[config.mk]
export PLATFORM = sky130hd
export DESIGN_NAME = lusr_lin_master
export DESIGN_NICKNAME = d
export VERILOG_FILES = /design/src/logic/lusr_pkg.sv /design/src/logic/lusr_tx_engine.sv /design/src/logic/lusr_lin_master.sv
export SDC_FILE = /design/constraint.sdc
export NUM_CORES = 1
export LEC_CHECK = 0
export BUFFER_PORTS_ARGS = -buffer_cell sky130_fd_sc_hd__buf_2
export CORE_MARGIN = 2
export CORE_UTILIZATION = 50
export DETAILED_ROUTE_END_ITERATION = 8
export GPL_TIMING_DRIVEN = 0
export PLACE_DENSITY_LB_ADDON = 0.08
export SETUP_SLACK_MARGIN = 0.2
export SLEW_MARGIN = 5
export SYNTH_ARGS = -nofsm -noshare
export SYNTH_HDL_FRONTEND = slang
export SYNTH_HIERARCHICAL = 1
export SYNTH_SLANG_ARGS = --single-unit
[constraint.sdc]
create_clock -name i_core_clk -period 6.59 [get_ports i_core_clk]
set_input_delay 0.3295 -clock i_core_clk [delete_from_list [all_inputs] [get_ports i_core_clk]]
set_output_delay 0.3295 -clock i_core_clk [all_outputs]
set_load 0.01 [all_outputs]
[src/logic/lusr_pkg.sv]
package lusr_pkg;

  // clock and line timing
  localparam int unsigned LUSR_CLK_HZ     = 100_000_000;
  localparam int unsigned LUSR_BAUD       = 19_200;
  localparam int unsigned LUSR_BIT_CYCLES = LUSR_CLK_HZ / LUSR_BAUD;

  // header field lengths in bit times
  localparam int unsigned LUSR_BREAK_BITS   = 13;
  localparam int unsigned LUSR_DELIM_BITS   = 1;
  localparam int unsigned LUSR_BRK_DET_BITS = 11;
  localparam int unsigned LUSR_FRAME_BITS   = 10;

  // fixed values
  localparam logic [7:0] LUSR_SYNC_BYTE   = 8'h55;
  localparam logic [7:0] LUSR_ERR_CNT_RST = 8'h00;

  // one word from the dma controller
  typedef struct packed {
    logic       valid;
    logic       last;
    logic [7:0] data;
  } lusr_dma_t;

  typedef enum logic [2:0] {
    ST_IDLE,
    ST_BRK,
    ST_SYNC,
    ST_ID,
    ST_RESP_WAIT,
    ST_RESP
  } lusr_state_t;

endpackage

[src/logic/lusr_tx_engine.sv]
`timescale 1ns/1ps
module lusr_tx_engine
  import lusr_pkg::*;
#(
  parameter int unsigned BIT_CYCLES = LUSR_BIT_CYCLES
) (
  input  wire logic       i_core_clk,
  input  wire logic       i_rst,
  input  wire logic       i_start,
  input  wire logic       i_break,
  input  wire logic [7:0] i_byte,
  output logic            o_busy,
  output logic            o_done,
  output logic            o_txd
);

  localparam int TW = $clog2(BIT_CYCLES + 1);

  logic          busy_q;
  logic          brk_q;
  logic          done_q;
  logic [9:0]    shift_q;
  logic [4:0]    idx_q;
  logic [TW-1:0] tick_q;
  logic [4:0]    last_idx;
  logic          bit_end;

  assign last_idx = brk_q ? 5'(LUSR_BREAK_BITS + LUSR_DELIM_BITS - 1) : 5'(LUSR_FRAME_BITS - 1);
  assign bit_end  = (tick_q == TW'(BIT_CYCLES - 1));

  // bit timing and shifting, lsb first after a low start bit
  always_ff @(posedge i_core_clk) begin
    if (i_rst) begin
      busy_q  <= 1'b0;
      brk_q   <= 1'b0;
      shift_q <= 10'h3ff;
      idx_q   <= 5'h00;
      tick_q  <= '0;
    end else if (!busy_q && i_start) begin
      busy_q  <= 1'b1;
      brk_q   <= i_break;
      shift_q <= {1'b1, i_byte, 1'b0};
      idx_q   <= 5'h00;
      tick_q  <= '0;
    end else if (busy_q) begin
      if (bit_end) begin
        tick_q <= '0;
        if (idx_q == last_idx) begin
          busy_q <= 1'b0;
        end else begin
          idx_q   <= idx_q + 5'h01;
          shift_q <= {1'b1, shift_q[9:1]};
        end
      end else begin
        tick_q <= tick_q + TW'(1);
      end
    end
  end

  // one-cycle end of character
  always_ff @(posedge i_core_clk) begin
    if (i_rst) begin
      done_q <= 1'b0;
    end else begin
      done_q <= busy_q && bit_end && (idx_q == last_idx);
    end
  end

  // break is low for its bits, then high for the delimiter
  assign o_txd  = !busy_q ? 1'b1 : (brk_q ? (idx_q >= 5'(LUSR_BREAK_BITS)) : shift_q[0]);
  assign o_busy = busy_q;
  assign o_done = done_q;

endmodule

[src/logic/lusr_lin_master.sv]
// Functional notes
// - every read of the smart-card error counter returns zero
// - with dma mode select 0, first dma buffer slot is dropped, never sent
// - identifier write starts header once the dma transfer has data ready
// - identifier flag rises only for received headers, never for transmitted ones
// - with dma mode select 1, a started dma transfer never begins
`timescale 1ns/1ps
module lusr_lin_master
  import lusr_pkg::*;
#(
  parameter int unsigned BIT_CYCLES = LUSR_BIT_CYCLES
) (
  input  wire logic       i_core_clk,
  input  wire logic       i_rst,
  input  wire logic       i_lin_master_en,
  input  wire logic       i_lin_dma_mode_select,
  input  wire logic       i_lin_identifier_wr,
  input  wire logic [7:0] i_lin_frame_identifier,
  input  wire logic       i_dma_start,
  input  wire lusr_dma_t  i_dma,
  output logic            o_dma_ready,
  input  wire logic       i_smartcard_error_counter_rd,
  output logic [7:0]      o_smartcard_error_count,
  output logic            o_err_rd_valid,
  input  wire logic       i_lin_id_flag_clr,
  output logic            o_lin_id_flag,
  output logic [7:0]      o_rx_identifier,
  input  wire logic       i_rxd,
  output logic            o_txd,
  output logic            o_frame_busy,
  output logic            o_frame_done
);

  localparam int CW = $clog2(LUSR_BREAK_BITS * BIT_CYCLES + 1);

  function automatic logic [CW-1:0] cyc(input int unsigned n);
    return CW'(n);
  endfunction

  lusr_state_t   state_q;
  logic          armed_q;
  logic          skip_q;
  logic          id_pend_q;
  logic [7:0]    id_q;
  logic          last_q;
  logic          done_q;
  logic [7:0]    err_cnt_q;
  logic          err_vld_q;
  logic          flag_q;
  logic [7:0]    rx_id_q;
  logic [CW-1:0] low_cnt_q;
  logic          hunt_q;
  logic          rx_act_q;
  logic [CW-1:0] rx_tick_q;
  logic [3:0]    rx_bit_q;
  logic [7:0]    rx_sh_q;
  logic          sync_ok_q;
  logic          tx_start;
  logic          tx_brk;
  logic [7:0]    tx_byte;
  logic          tx_busy;
  logic          tx_done;
  logic          go;
  logic          skip_pop;
  logic          resp_pop;
  logic          id_evt;

  lusr_tx_engine #(.BIT_CYCLES(BIT_CYCLES)) u_tx (
    .i_core_clk (i_core_clk),
    .i_rst      (i_rst),
    .i_start    (tx_start),
    .i_break    (tx_brk),
    .i_byte     (tx_byte),
    .o_busy     (tx_busy),
    .o_done     (tx_done),
    .o_txd      (o_txd)
  );

  // header launch and byte sequencing
  assign skip_pop = armed_q && skip_q && i_dma.valid;
  assign go       = (state_q == ST_IDLE) && i_lin_master_en && id_pend_q && armed_q
                    && !skip_q && i_dma.valid;
  assign resp_pop = (state_q == ST_RESP_WAIT) && i_dma.valid && !tx_busy;

  always_comb begin
    tx_start = 1'b0;
    tx_brk   = 1'b0;
    tx_byte  = id_q;
    case (state_q)
      ST_IDLE: begin
        tx_start = go;
        tx_brk   = 1'b1;
      end
      ST_BRK: begin
        tx_start = tx_done;
        tx_byte  = LUSR_SYNC_BYTE;
      end
      ST_SYNC: begin
        tx_start = tx_done;
      end
      ST_RESP_WAIT: begin
        tx_start = resp_pop;
        tx_byte  = i_dma.data;
      end
      default: begin
        tx_start = 1'b0;
      end
    endcase
  end

  assign o_dma_ready  = skip_pop || resp_pop;
  assign o_frame_busy = (state_q != ST_IDLE);
  assign o_frame_done = done_q;

  // frame state machine
  always_ff @(posedge i_core_clk) begin
    if (i_rst) begin
      state_q <= ST_IDLE;
      last_q  <= 1'b0;
      done_q  <= 1'b0;
    end else begin
      done_q <= 1'b0;
      case (state_q)
        ST_IDLE: if (go) begin
          state_q <= ST_BRK;
        end
        ST_BRK: if (tx_done) begin
          state_q <= ST_SYNC;
        end
        ST_SYNC: if (tx_done) begin
          state_q <= ST_ID;
        end
        ST_ID: if (tx_done) begin
          state_q <= ST_RESP_WAIT;
        end
        ST_RESP_WAIT: if (resp_pop) begin
          state_q <= ST_RESP;
          last_q  <= i_dma.last;
        end
        ST_RESP: if (tx_done) begin
          state_q <= last_q ? ST_IDLE : ST_RESP_WAIT;
          done_q  <= last_q;
        end
        default: state_q <= ST_IDLE;
      endcase
    end
  end

  // dma arming, stale slot drop and identifier holding
  always_ff @(posedge i_core_clk) begin
    if (i_rst) begin
      armed_q   <= 1'b0;
      skip_q    <= 1'b0;
      id_pend_q <= 1'b0;
      id_q      <= 8'h00;
    end else begin
      if (state_q == ST_RESP && tx_done && last_q) begin
        armed_q <= 1'b0;
      end
      if (i_dma_start && i_lin_master_en && !i_lin_dma_mode_select) begin
        armed_q <= 1'b1;
        skip_q  <= 1'b1;
      end else if (skip_pop) begin
        skip_q  <= 1'b0;
      end
      if (i_lin_identifier_wr && i_lin_master_en) begin
        id_pend_q <= 1'b1;
        id_q      <= i_lin_frame_identifier;
      end else if (go) begin
        id_pend_q <= 1'b0;
      end
    end
  end

  // error counter reads always answer zero
  always_ff @(posedge i_core_clk) begin
    if (i_rst) begin
      err_cnt_q <= LUSR_ERR_CNT_RST;
      err_vld_q <= 1'b0;
    end else begin
      err_vld_q <= i_smartcard_error_counter_rd;
      err_cnt_q <= LUSR_ERR_CNT_RST;
    end
  end
  assign o_smartcard_error_count = err_cnt_q;
  assign o_err_rd_valid          = err_vld_q;

  // header receiver: break, sync, identifier; muted while transmitting
  always_ff @(posedge i_core_clk) begin
    if (i_rst) begin
      low_cnt_q <= '0;
      hunt_q    <= 1'b0;
      rx_act_q  <= 1'b0;
      rx_tick_q <= '0;
      rx_bit_q  <= 4'h0;
      rx_sh_q   <= 8'h00;
      sync_ok_q <= 1'b0;
    end else if (state_q != ST_IDLE) begin
      low_cnt_q <= '0;
      hunt_q    <= 1'b0;
      rx_act_q  <= 1'b0;
    end else begin
      if (!i_rxd) begin
        if (low_cnt_q != cyc(LUSR_BRK_DET_BITS * BIT_CYCLES)) begin
          low_cnt_q <= low_cnt_q + cyc(1);
        end
      end else begin
        low_cnt_q <= '0;
      end
      if (i_rxd && low_cnt_q == cyc(LUSR_BRK_DET_BITS * BIT_CYCLES)) begin
        hunt_q    <= 1'b1;
        sync_ok_q <= 1'b0;
        rx_act_q  <= 1'b0;
      end else if (hunt_q && !rx_act_q && !i_rxd) begin
        rx_act_q  <= 1'b1;
        rx_tick_q <= cyc(BIT_CYCLES / 2);
        rx_bit_q  <= 4'h0;
      end else if (rx_act_q) begin
        if (rx_tick_q == '0) begin
          rx_tick_q <= cyc(BIT_CYCLES - 1);
          rx_bit_q  <= rx_bit_q + 4'h1;
          if (rx_bit_q >= 4'h1 && rx_bit_q <= 4'h8) begin
            rx_sh_q <= {i_rxd, rx_sh_q[7:1]};
          end
          if (rx_bit_q == 4'h9) begin
            rx_act_q <= 1'b0;
            if (!sync_ok_q && rx_sh_q == LUSR_SYNC_BYTE && i_rxd) begin
              sync_ok_q <= 1'b1;
            end else begin
              hunt_q <= 1'b0;
            end
          end
        end else begin
          rx_tick_q <= rx_tick_q - cyc(1);
        end
      end
    end
  end

  // identifier event only while no own frame is on the wire
  assign id_evt = (state_q == ST_IDLE) && rx_act_q && (rx_tick_q == '0) && (rx_bit_q == 4'h9)
                  && sync_ok_q && i_rxd;

  // identifier flag, a new header beats a clear
  always_ff @(posedge i_core_clk) begin
    if (i_rst) begin
      flag_q  <= 1'b0;
      rx_id_q <= 8'h00;
    end else if (id_evt) begin
      flag_q  <= 1'b1;
      rx_id_q <= rx_sh_q;
    end else if (i_lin_id_flag_clr) begin
      flag_q  <= 1'b0;
    end
  end
  assign o_lin_id_flag   = flag_q;
  assign o_rx_identifier = rx_id_q;
endmodule

== After elaboration in Yosys (flattened, before gate mapping) ==
Index checks and enable logic that the tools add are counted.

* Register bits after elaboration: 105
* Input bits: 27
* Output and inout port bits: 22
* Logic and storage cells: 175

* Add/sub/neg operators: 5
* Order comparisons: 3
* Equality and inequality tests: 20
* Mux-type cells: 53
* Bitwise gates (word level): 6
* Reduce and logical (&&, ||, !) cells: 65

{| class="wikitable"
|+ Operators by type and width
! kind !! number
|-
| $mux 17 || 3
|-
| $mux 9 || 4
|-
| $mux 1 || 31
|-
| $logic_and 1x1->1 || 28
|-
| $mux 3 || 8
|-
| $reduce_bool 2->1 || 12
|-
| $pmux 3 s6 || 1
|-
| $reduce_and 6->1 || 3
|-
| $add 17x1->17 const B || 1
|-
| $eq 17x16->1 const B || 1
|-
| $logic_not 17->1 || 1
|-
| $ne 17x16->1 const B || 1
|-
| $sub 17x1->17 const B || 1
|-
| $pmux 8 s2 || 1
|-
| $add 13x1->13 const B || 1
|-
| $eq 13x13->1 const B || 1
|-
| $mux 13 || 1
|-
| $mux 4 || 3
|-
| $ne 2x1->1 const B || 5
|-
| $reduce_and 3->1 || 3
|-
| $reduce_or 3->1 || 3
|-
| $eq 8x7->1 const B || 1
|-
| $ne 2x2->1 const B || 4
|-
| $eq 3x2->1 const B || 2
|-
| 19 further kinds || 32
|}

== Depth between registers and ports, before layout ==
Gate-level depths: netlist of the first run.

* Depth in word-level cells: 10
* Mapped depth: 12
* Mapped depth without buffers: 9

== Cells and area by module ==
Netlist of the first run, hierarchy kept.

{| class="wikitable"
|+ By module, submodules not included
! module !! instances !! cells an instance !! area each (sq um) !! seq. area each (sq um)
|-
| lusr_lin_master || 1 || 458 || 3794.9 || 1501.4
|-
| lusr_tx_engine || 1 || 169 || 1496.4 || 600.6
|}

== Worst setup path after synthesis of the first run ==
OpenSTA, ideal clock, no wires.

* Kind: reg-to-reg
* Start point: reg state_q[1]
* End point: reg u_tx.tick_q[10]
* Setup time: 117 ps
* Arrival time: 2153 ps
* Required time: 6473 ps
* Path slack: 4320 ps
* Cell stages (with the launch flop): 13
* Buffers on the path: 3
* Clock period less this slack: 2270 ps
* Path through: dfxtp_1 -> buf_2 -> nor3_2 -> inv_1 -> nor4b_1 -> nand2_1 -> o211ai_1 -> nor2b_1 -> clkbuf_8 -> nor2_1 -> nand2_1 -> buf_2 -> nor2_1

* Longest elaborated chain between the ends: 9
* Elaborated cells on any way between the ends: 15
* Classes of those cells: eq/ne (3); mux (1); reduce/logical (11)

{| class="wikitable"
|+ Ends and longest elaborated chain
! element !! RTL line !! text
|-
| start, declared || lusr_lin_master.sv:40 || <nowiki>lusr_state_t state_q;</nowiki>
|-
| start signal, assigned || lusr_lin_master.sv:141 || <nowiki>state_q <= last_q ? ST_IDLE : ST_RESP_WAIT;</nowiki>
|-
| $logic_not 3->1 || lusr_lin_master.sv:81, lusr_lin_master.sv:89 ||
|-
| $logic_and 1x1->1 (3 in a row) || lusr_lin_master.sv:81 || <nowiki>assign go = (state_q == ST_IDLE) && i_lin_master_en && id_pend_q && armed_q</nowiki>
|-
| $logic_and 1x1->1 (2 in a row) || lusr_lin_master.sv:82 || <nowiki>&& !skip_q && i_dma.valid;</nowiki>
|-
| $pmux 1 s3 * || lusr_lin_master.sv:89 || <nowiki>case (state_q)</nowiki>
|-
| via tx_start || lusr_lin_master.sv:58 || <nowiki>logic tx_start;</nowiki>
|-
| $logic_and 1x1->1 * || lusr_tx_engine.sv:39 || <nowiki>end else if (!busy_q && i_start) begin</nowiki>
|-
| $reduce_or 2->1 (no source line) * || - ||
|-
| end signal, assigned || lusr_tx_engine.sv:55 || <nowiki>tick_q <= tick_q + TW'(1);</nowiki>
|-
| end, declared || lusr_tx_engine.sv:24 || <nowiki>logic [TW-1:0] tick_q;</nowiki>
|}

The timed path passes the listed nets; every way through them passes the cells marked *.
A chain may end at the register's enable or synchronous reset.

== Final worst setup path of the first run ==
* Start point: reg state_q[1]
* End point: reg u_tx.tick_q[6]

The elaborated chain is that of the path after synthesis.

==> results by group, run 1 <==
Layout
  • Area added between synthesis and finish: 12.1%
  • Fin cells: ~830
  • FF+latch area: roughly 2100 sq um
  • Design Area, Final: ~5900 sq um
  • Fillcell total: 994
  • Share of cells above drive strength 1: between 10% and 20%
  • Final net count: slightly above 700
  • Multi-input gate area: 2900 sq um
  • # diodes: 0

Power and ir drop
  • P per Cell Area: roughly 200 nW/um^2
  • Clock power frac: between 40% and 50%
  • Logic pwr share: 4.1%
  • VDD IR-drop max: approximately 110 uV
  • Pleak: roughly 2.3 nW
  • Internal Dissipation: 915 uW
  • Net Switching: between 200 and 300 uW
  • Tot Pwr: approximately 1.2 mW
  • Flop pwr share: a little over half
  • Switching share of power: roughly 22%

STA
  • Setup tns final: 0 ns
  • Worst-Margin Slew: between 0.6 and 0.7 ns
  • Final min period: 2.99 ns
  • RSZ-0062 raised after global routing: no
  • Rel. slew slack: 53.4%
  • Peak Freq: between 0.3 and 0.4 GHz
  • Fin Hold WS: 0.199 ns
  • Layout Skew: 0.00762 ns
  • Final Cycle Share: between 40% and 50%
  • Final Max Slew Viols: 0
  • Hold Violations, Final: 0
  • Final setup vio count: 0

Synth
  • Post-synthesis cell area: approximately 5300 sq um
  • Mean Syn Cell Area: ~8.4 sq um
  • Post-synth ARST share: 0%
  • Top-area cell type share of the netlist area: between 30% and 40%
  • Yosys top cell by area: dfxtp_1
  • Synth warn: 6
  • Yosys reg bits: ~110
  • Post-synthesis cell type count: 75
  • Main flop type after synthesis: dfxtp_1
  • Sequential share of the synthesized area: 39.7%
  • Commonest cells post-synth: dfxtp_1, nor2_1, nand2_1
  • EDFF count, synth: 0
  • Cell count after synthesis: around 630
  • Area contributors post-synth: dfxtp_1, nor2_1, a21oi_1, nand2_1, mux2i_1
  • Most frequent cell after synthesis: dfxtp_1

Clock network
  • Num CTS Buffers: 9
  • CTS tree: done
  • # H-tree levels: 3
  • Number of clock sinks: about 110
  • Post-CTS Setup Bufs: 0
  • Skew-Pair Late Insertion Delay: between 0.3 and 0.4 ns
  • Clock Tree Buf Depth: 2
  • Reg clk slew, reported paths: ~0.10 ns
  • PostCTS Resize Cnt: 0
  • Hold buffers post-CTS: 0
  • Root Buffer: clkbuf_8

Die
  • Chip height: ~110 um
  • Initial Util: between 50% and 60%
  • Core Footprint: approximately 10000 sq um
  • Std-Cell Rows: 37
  • IO Pins: 49
  • Die Area: ~11000 sq um
  • Die width: roughly 110 um

Critical path
  • Critical Path Sink: u_tx/tick_q[6]
  • Worst r2r src: state_q[1]
  • CP Launch Point: state_q[1]
  • Crit-path max FO: 10
  • Endpoint type of the worst setup path: flop
  • Worst Path Arrival: 3.26 ns
  • FF-to-FF path depth: 12
  • CP Launch Type: flop
  • Reg2reg end: u_tx/tick_q[6]
  • Crit path kind: flop to flop
  • Internal reg-to-reg setup slack: 3.60 ns
  • Required time worst endpoint: just under 7 ns

GRT
  • First-pass GRT wire length: approximately 21 mm
  • Total Routing Usage GR: approximately 23%
  • Initial antenna violation count: 0
  • Largest net degree at the start of global routing: 19
  • Gr ovfl total: 0
  • Vias in the first global route: around 4.6k

Routing
  • Iter 0 DRT Violations: 218
  • Drt drc: 0
  • Total Wirelength: 12.3 mm
  • DR vias/cell: 5.63
  • First-pass iteration count of the detailed router: 4
  • Routed Antenna Nets: 0
  • Vias: approximately 4.6k
  • WL/cell: 14.9 um

Placed design
  • Cells after DPL: 809
  • Routability cong.: approximately 0.86
  • PortBufs: 39
  • Final HPWL DP: around 9 mm
  • Dpl cell area: 5680 sq um

Run status
  • Status: finished, final reports clean

Flow run
  • Max-cap violation count: 0

Min path
  • Worst hold path type: primary input to flop
-- sequential cells by signal, indices dropped and copies added (netlist names), 3 cells and up --
register / count
u_tx/tick_q: 13
state_q: 3
low_cnt_q: 17
id_q: 8
rx_sh_q: 8
u_tx/idx_q: 5
u_tx/shift_q: 9
o_rx_identifier: 8
rx_tick_q: 17
rx_bit_q: 4
-- power by group through the flow --
stage / Sequential, mW / Combinational, mW / Clock, mW
detailed placement: 0.657 / 0.0486 / 0
floorplan: 0.656 / 0.0312 / 0
finish: 0.643 / 0.0488 / 0.489
global route: 0.644 / 0.0545 / 0.523
global placement: 0.657 / 0.0479 / 0
CTS: 0.643 / 0.0489 / 0.501
-- logic make-up (layout without fill, tap and decap cells) --
| kind of cell | count (synthesis) | in the layout | share of synthesized area (%) |
|---|---|---|---|
| compound gates | 135 | 135 | 16.7 |
| xor+xnor | 27 | 27 | 4.47 |
| flops | 105 | 105 | 39.7 |
| other cells | 1 | 8 | 0.0709 |
| buf+inv | 63 | 118 | 5.91 |
| simple gates | 267 | 267 | 27.1 |
| mux | 18 | 18 | 3.41 |
| fa+ha+maj | 11 | 11 | 2.60 |
-- placed cells by master (no fill, tap or decap), drive strengths merged, types with 3 or more instances in the layout --
master	instances
conb	8
mux2i	18
buf	54
nand4	10
a21oi	48
nor3	29
nand2	57
xor2	12
and4	4
nand3	30
a31oi	5
or3	11
a22o	8
o22ai	6
a21boi	3
a211oi	10
a21o	4
nor4b	4
clkbuf	32
clkinv	3
and2	6
xnor2	15
nor2	63
o31ai	7
or4	11
nand2b	7
nor2b	5
nand3b	5
inv	26
nor4	9
dfxtp	105
bufinv	3
nor4bb	3
or2	3
o21ai	20
ha	11
or4b	3
-- stage by stage --
step,setup slack (ns),utilization [%]
floorplan,4.32,-
global placement,3.79,55.3
detailed placement,3.66,55.3
CTS,3.63,57.7
global route,3.38,57.7
finish,3.60,57.7
-- per-layer routing --
layer  vias up  global-route usage (%)  wire, um
met4         0                    7.88       229
met2        92                    40.3      6070
li1       2364                       -         -
met5         -                       0         0
met3        19                    4.19       507
met1      2171                    27.4      5480
-- cell type report --
type	instances	share of cell area, %
clock inverters	7	2.09
flip-flops and latches	105	35.4
multi-input cells	466	48.9
clock buffers	9	2.09
plain buffers	38	3.69
well taps	136	2.87
repair buffers	39	3.29
inverters	25	1.58
-- worst max-delay path, stage by stage (launching register included) --
cell	delay, ns
dfxtp_1	0.31
buf_2	0.17
nor3_2	0.41
inv_1	0.22
nor4b_1	0.37
nand2_1	0.17
o211ai_1	0.19
nor2b_1	0.28
clkbuf_8	0.21
nor2_1	0.11
nand2_1	0.15
buf_2	0.23
nor2_1	0.07
-- worst min path at each step --
stage / start / slack, ns / cells after the start / to
2_1_floorplan: id_pend_q / 0.43 / 2 / id_pend_q
3_3_place_gp: id_pend_q / 0.45 / 2 / id_pend_q
3_5_place_dp: id_pend_q / 0.45 / 2 / id_pend_q
4_1_cts: i_lin_frame_identifier[4] / 0.18 / 3 / id_q[4]
5_1_grt: i_smartcard_error_counter_rd / 0.18 / 2 / o_err_rd_valid
6_report: i_lin_frame_identifier[4] / 0.20 / 3 / id_q[4]
No activity file was read; power rests on OpenSTA's default activity.
==> run 2, diff against run 1 <==
- clock period: 6.59 -> 2.45 ns (I/O delays scaled with it)
==> results by group, run 2 (same netlist as run 1, synthesis figures left out) <==
STA
  • Final Max Slew Viols: 0 (unchanged)
  • Layout Skew: 0.0204 ns (+0.0128 ns)
  • Worst-Margin Slew: 0.642 ns (-0.0503 ns)
  • Final setup margin: 0.262 ns (-3.34 ns)
  • Final setup vio count: 0 (unchanged)
  • Fin Hold WS: 0.0189 ns (-0.180 ns)
  • Final Cycle Share: 89.3% (+44 points)
  • Final min period: 2.19 ns (-0.802 ns)
  • Setup tns final: 0 ns (unchanged)
  • RSZ-0062 raised after global routing: no
  • Rel. slew slack: 56.8% (+3.4 points)
  • Peak Freq: 0.457 GHz (+37%)
  • Hold Violations, Final: 0 (unchanged)

Routing
  • Drt drc: 0 (unchanged)
  • First-pass iteration count of the detailed router: 4 (unchanged)
  • Uppermost layer routed: met4
  • Met3 wire length: 499 um (-1.6%)
  • Vias: 4828 (+3.9%)
  • WL/cell: 15.0 um (+0.69%)
  • Wire length on met2: 6.26 mm (+3.2%)
  • Routed Antenna Nets: 0 (unchanged)
  • Metal-1 WL: 5.81 mm (+6.0%)
  • DR vias/cell: 5.67 (+0.74%)
  • Iter 0 DRT Violations: 325 (+49%)
  • Total Wirelength: 12.8 mm (+3.9%)

Placed design
  • Dpl cell area: 5690 sq um (+0.11%)
  • Final HPWL DP: 8.94 mm (-0.44%)
  • Routability cong.: 0.899 (+4.6%)
  • Cells after DPL: 809 (unchanged)
  • PortBufs: 39 (unchanged)
  • Place WS: -0.257 ns (-3.91 ns)

Layout
  • Design Area, Final: 6320 sq um (+6.5%)
  • Fin cells: 851 (+3.2%)
  • Fin util: 61.5% (+3.7 points)
  • Most frequent cells in the layout: dfxtp_1, nor2_1, nand2_1, a21oi_1, buf_2
  • # diodes: 0 (unchanged)
  • Share of cells above drive strength 1: 19.0% (+5.8 points)
  • Final net count: 748 (+3.6%)
  • Commonest non-fill, non-tap cell in the layout: dfxtp_1
  • Area added between synthesis and finish: 19.4%
  • Top Registers: low_cnt_q: 17 flops, rx_tick_q: 17 flops, u_tx/tick_q: 13 flops

GRT
  • Largest net degree at the start of global routing: 21 (+2)
  • Total Routing Usage GR: 22.9% (+0.16 points)
  • Gr ovfl total: 0 (unchanged)
  • First-pass GRT wire length: 21.4 mm (+1.6%)
  • Vias in the first global route: 4551 (-0.13%)
  • Initial antenna violation count: 0 (unchanged)

Clock network
  • # H-tree levels: 3 (unchanged)
  • CTS tree: done
  • Clock Tree Buf Depth: 2 (unchanged)
  • Number of clock sinks: 105 (unchanged)
  • Num CTS Buffers: 9 (unchanged)
  • Reg clk slew, reported paths: 0.12 ns (+0.02 ns)
  • Root Buffer: clkbuf_8
  • Skew-Pair Late Insertion Delay: 0.37 ns (about the same)

Power and ir drop
  • P per Cell Area: 482 nW/um^2 (+140%)
  • VDD IR-drop max: 289 uV (+160%)
  • Tot Pwr: 3.05 mW (+160%)
  • Pleak: 2.46 nW (+8.0%)

Die
  • Die width: 107 um (unchanged)
  • Std-Cell Rows: 37 (unchanged)
  • Die Area: 11400 sq um (unchanged)
  • Chip height: 107 um (unchanged)
  • Core Footprint: 10300 sq um (unchanged)
  • IO Pins: 49 (unchanged)
  • Initial Util: 51.5% (unchanged)

Flow run
  • Max-cap violation count: 0 (unchanged)

Min path
  • Worst hold path type: primary input to flop

Critical path
  • Endpoint type of the worst setup path: flop
  • Crit path kind: flop to flop
  • Worst Path Arrival: 2.50 ns (-0.76 ns)
  • Crit-path max FO: 6 (-4)
  • CP Launch Type: flop
  • Internal reg-to-reg setup slack: 0.26 ns (-3.34 ns)
  • Required time worst endpoint: 2.77 ns (-4.09 ns)

Run status
  • Status: finished, final reports clean
run 2: final timing paths:
kind / cells after the start / end / from
max reg2reg: 6 / rx_bit_q[3] / rx_tick_q[11]
min reg2reg: 2 / id_pend_q / id_pend_q
min: 3 / last_q / i_dma[8]
max: 6 / rx_bit_q[3] / rx_tick_q[11]
run 2: area by class of cell:
class                   count  area (sq um)
fillers                   910          3960
multi-input cells         466          3020
flip-flops and latches    105          2110
repair buffers             65           440
plain buffers              38           260
well taps                 136           170
clock buffers               9           124
clock inverters             7          95.1
inverters                  25          93.8
run 2: worst max-delay path: stages, from the launching register on:
cell,delay [ns]
dfxtp_2,0.36
or4_4,0.57
nor4_4,0.29
buf_6,0.17
a21oi_2,0.11
or4_4,0.50
a21oi_2,0.14
run 2: power breakdown:
| part | leakage [nW] | switching, mW | internal [mW] |
|---|---|---|---|
| sequential | 0.850 | 0.0112 | 1.72 |
| clock | 0.111 | 0.653 | 0.507 |
| combinational | 1.50 | 0.0846 | 0.0717 |
run 2: metal layers:
layer  vias up  GRT usage (%)
met3        16           4.26
met5         -              0
met2        90           38.5
met1      2313           29.5
met4         0           7.42
li1       2409              -
run 2: repair_timing:
item / in CTS / in global routing
endpoints found under the setup margin: 61 / 55
pin swaps: 4 / 6
gates cloned: 0 / 2
resized for setup: 21 / 43
setup buffers: 5 / 9
hold buffers: 9 / 1
hold endpoints to repair: 9 / 1
==> run 3, diff against run 2 <==
- CTS_CLUSTER_SIZE: not set -> 16
- PLACE_DENSITY: not set -> 0.72
- PLACE_DENSITY_LB_ADDON: 0.08 -> not set
==> results by group, run 3 (same netlist as run 1, synthesis figures left out) <==
GRT
  • Total Routing Usage GR: 22.3% (-0.58 points)
  • First-pass GRT wire length: 20.7 mm (-3.3%)
  • Vias in the first global route: 4477 (-1.6%)
  • Gr ovfl total: 0 (unchanged)
  • Initial antenna violation count: 0 (unchanged)
  • Largest net degree at the start of global routing: 19 (-9.5%)

Clock network
  • # H-tree levels: 3 (unchanged)
  • Num CTS Buffers: 9 (unchanged)
  • Number of clock sinks: 105 (unchanged)
  • CTS tree: done
  • Reg clk slew, reported paths: 0.11 ns (about the same)
  • Skew-Pair Late Insertion Delay: 0.38 ns (about the same)
  • Root Buffer: clkbuf_8
  • Clock Tree Buf Depth: 2 (unchanged)

Critical path
  • Endpoint type of the worst setup path: flop
  • CP Launch Type: flop
  • Required time worst endpoint: 2.76 ns (about the same)
  • Crit path kind: flop to flop
  • Crit-path max FO: 6 (unchanged)
  • Worst Path Arrival: 2.54 ns (+0.04 ns)

Layout
  • Fin util: 60.4% (-1.0 points)
  • Top Registers: low_cnt_q: 17 flops, rx_tick_q: 17 flops, u_tx/tick_q: 13 flops
  • Commonest non-fill, non-tap cell in the layout: dfxtp_1
  • # diodes: 0 (unchanged)
  • Fillcell total: 902 (-0.88%)
  • Most frequent cells in the layout: dfxtp_1, nor2_1, nand2_1, a21oi_1, buf_2
  • Final net count: 741 (-0.94%)
  • Fin cells: 844 (-0.82%)
  • Area added between synthesis and finish: 17.4%
  • Share of cells above drive strength 1: 17.9% (-1.1 points)

Placed design
  • Final HPWL DP: 8.76 mm (-2.0%)
  • Cells after DPL: 809 (unchanged)
  • PortBufs: 39 (unchanged)
  • Place WS: -0.297 ns (-0.0396 ns)
  • Routability cong.: 0.924 (+2.7%)

STA
  • Hold Violations, Final: 0 (unchanged)
  • Final setup margin: 0.223 ns (-0.0395 ns)
  • Final Max Slew Viols: 0 (unchanged)
  • Peak Freq: 0.449 GHz (-1.8%)
  • Final Cycle Share: 90.9% (+1.6 points)
  • Layout Skew: 0.0109 ns (-0.00953 ns)
  • RSZ-0062 raised after global routing: yes
  • Setup tns final: 0 ns (unchanged)
  • Final min period: 2.23 ns (+0.0395 ns)
  • Rel. slew slack: 57.7% (+0.86 points)
  • Worst-Margin Slew: 0.629 ns (-0.0128 ns)
  • Final setup vio count: 0 (unchanged)

Power and ir drop
  • P per Cell Area: 482 nW/um^2 (about the same)
  • VDD IR-drop max: 336 uV (+16%)
  • Pleak: 2.40 nW (-2.4%)

Routing
  • Total Wirelength: 12.5 mm (-1.8%)
  • WL/cell: 14.8 um (-1.0%)
  • First-pass iteration count of the detailed router: 5 (+1)
  • Vias: 4785 (-0.89%)
  • Drt drc: 0 (unchanged)
  • Iter 0 DRT Violations: 313 (-3.7%)
  • DR vias/cell: 5.67 (about the same)
  • Routed Antenna Nets: 0 (unchanged)

Die
  • IO Pins: 49 (unchanged)
  • Die width: 107 um (unchanged)
  • Die Area: 11400 sq um (unchanged)
  • Chip height: 107 um (unchanged)
  • Core Footprint: 10300 sq um (unchanged)
  • Std-Cell Rows: 37 (unchanged)
  • Initial Util: 51.5% (unchanged)

Run status
  • Status: finished, final reports clean

Flow run
  • Max-cap violation count: 0 (unchanged)

Min path
  • Worst hold path type: primary input to flop
## run 3: power breakdown
part	switching [mW]	internal [mW]	total, mW
combinational	0.0853	0.0724	0.158
clock	0.620	0.486	1.11
sequential	0.0106	1.72	1.73
## run 3: final timing paths
path	from	endpoint	slack [ns]	cells past startpoint
setup / recovery	rx_tick_q[1]	rx_tick_q[16]	0.22	6
hold / removal	i_lin_frame_identifier[6]	id_q[6]	0.02	3
setup reg to reg	rx_tick_q[1]	rx_tick_q[16]	0.22	6
hold reg to reg	id_q[4]	id_q[4]	0.48	2
## run 3: cell type report
| class | count | area (sq um) | area share [%] |
|---|---|---|---|
| multi-input combinational | 466 | 3020 | 48.6 |
| sequential | 105 | 2110 | 33.9 |
| timing repair buffer | 58 | 370 | 5.96 |
| buffer | 38 | 251 | 4.05 |
| tap | 136 | 170 | 2.74 |
| clock buffer | 10 | 128 | 2.06 |
| inverter | 25 | 93.8 | 1.51 |
| clock inverter | 6 | 72.6 | 1.17 |
## run 3: timing repair
item	CTS	global route
endpoints found under the setup margin	62	55
buffers inserted	6	4
hold buffers	8	0
resized for setup	18	35
pin swaps	5	5
cloned	0	1
endpoints found under the hold margin	8	0
## run 3: per-layer routing
layer | up-vias | wire [um] | GRT usage [%]
li1 | 2394 | - | -
met1 | 2264 | 5610 | 27.4
met2 | 97 | 6130 | 38.4
met3 | 30 | 483 | 4.01
met4 | 0 | 308 | 8.91
met5 | - | 0 | 0
## run 3: through the flow
step | hold slack (ns) | total power [mW] | area [sq um]
2_1_floorplan | 0.251 | 1.85 | 5320
3_3_place_gp | 0.380 | 1.90 | 5690
3_5_place_dp | 0.385 | 1.90 | 5690
4_1_cts | 0.00568 | 3.01 | 6060
5_1_grt | 0.0266 | 3.09 | 6210
6_report | 0.0194 | 2.99 | 6210
## run 3: worst max-delay path, stage by stage (launching register included)
cell and delay [ns]:
dfxtp_1 0.35, inv_1 0.10, ha_2 0.23, or4b_4 0.53, or3_4 0.37, or4_1 0.41, a21oi_1 0.17
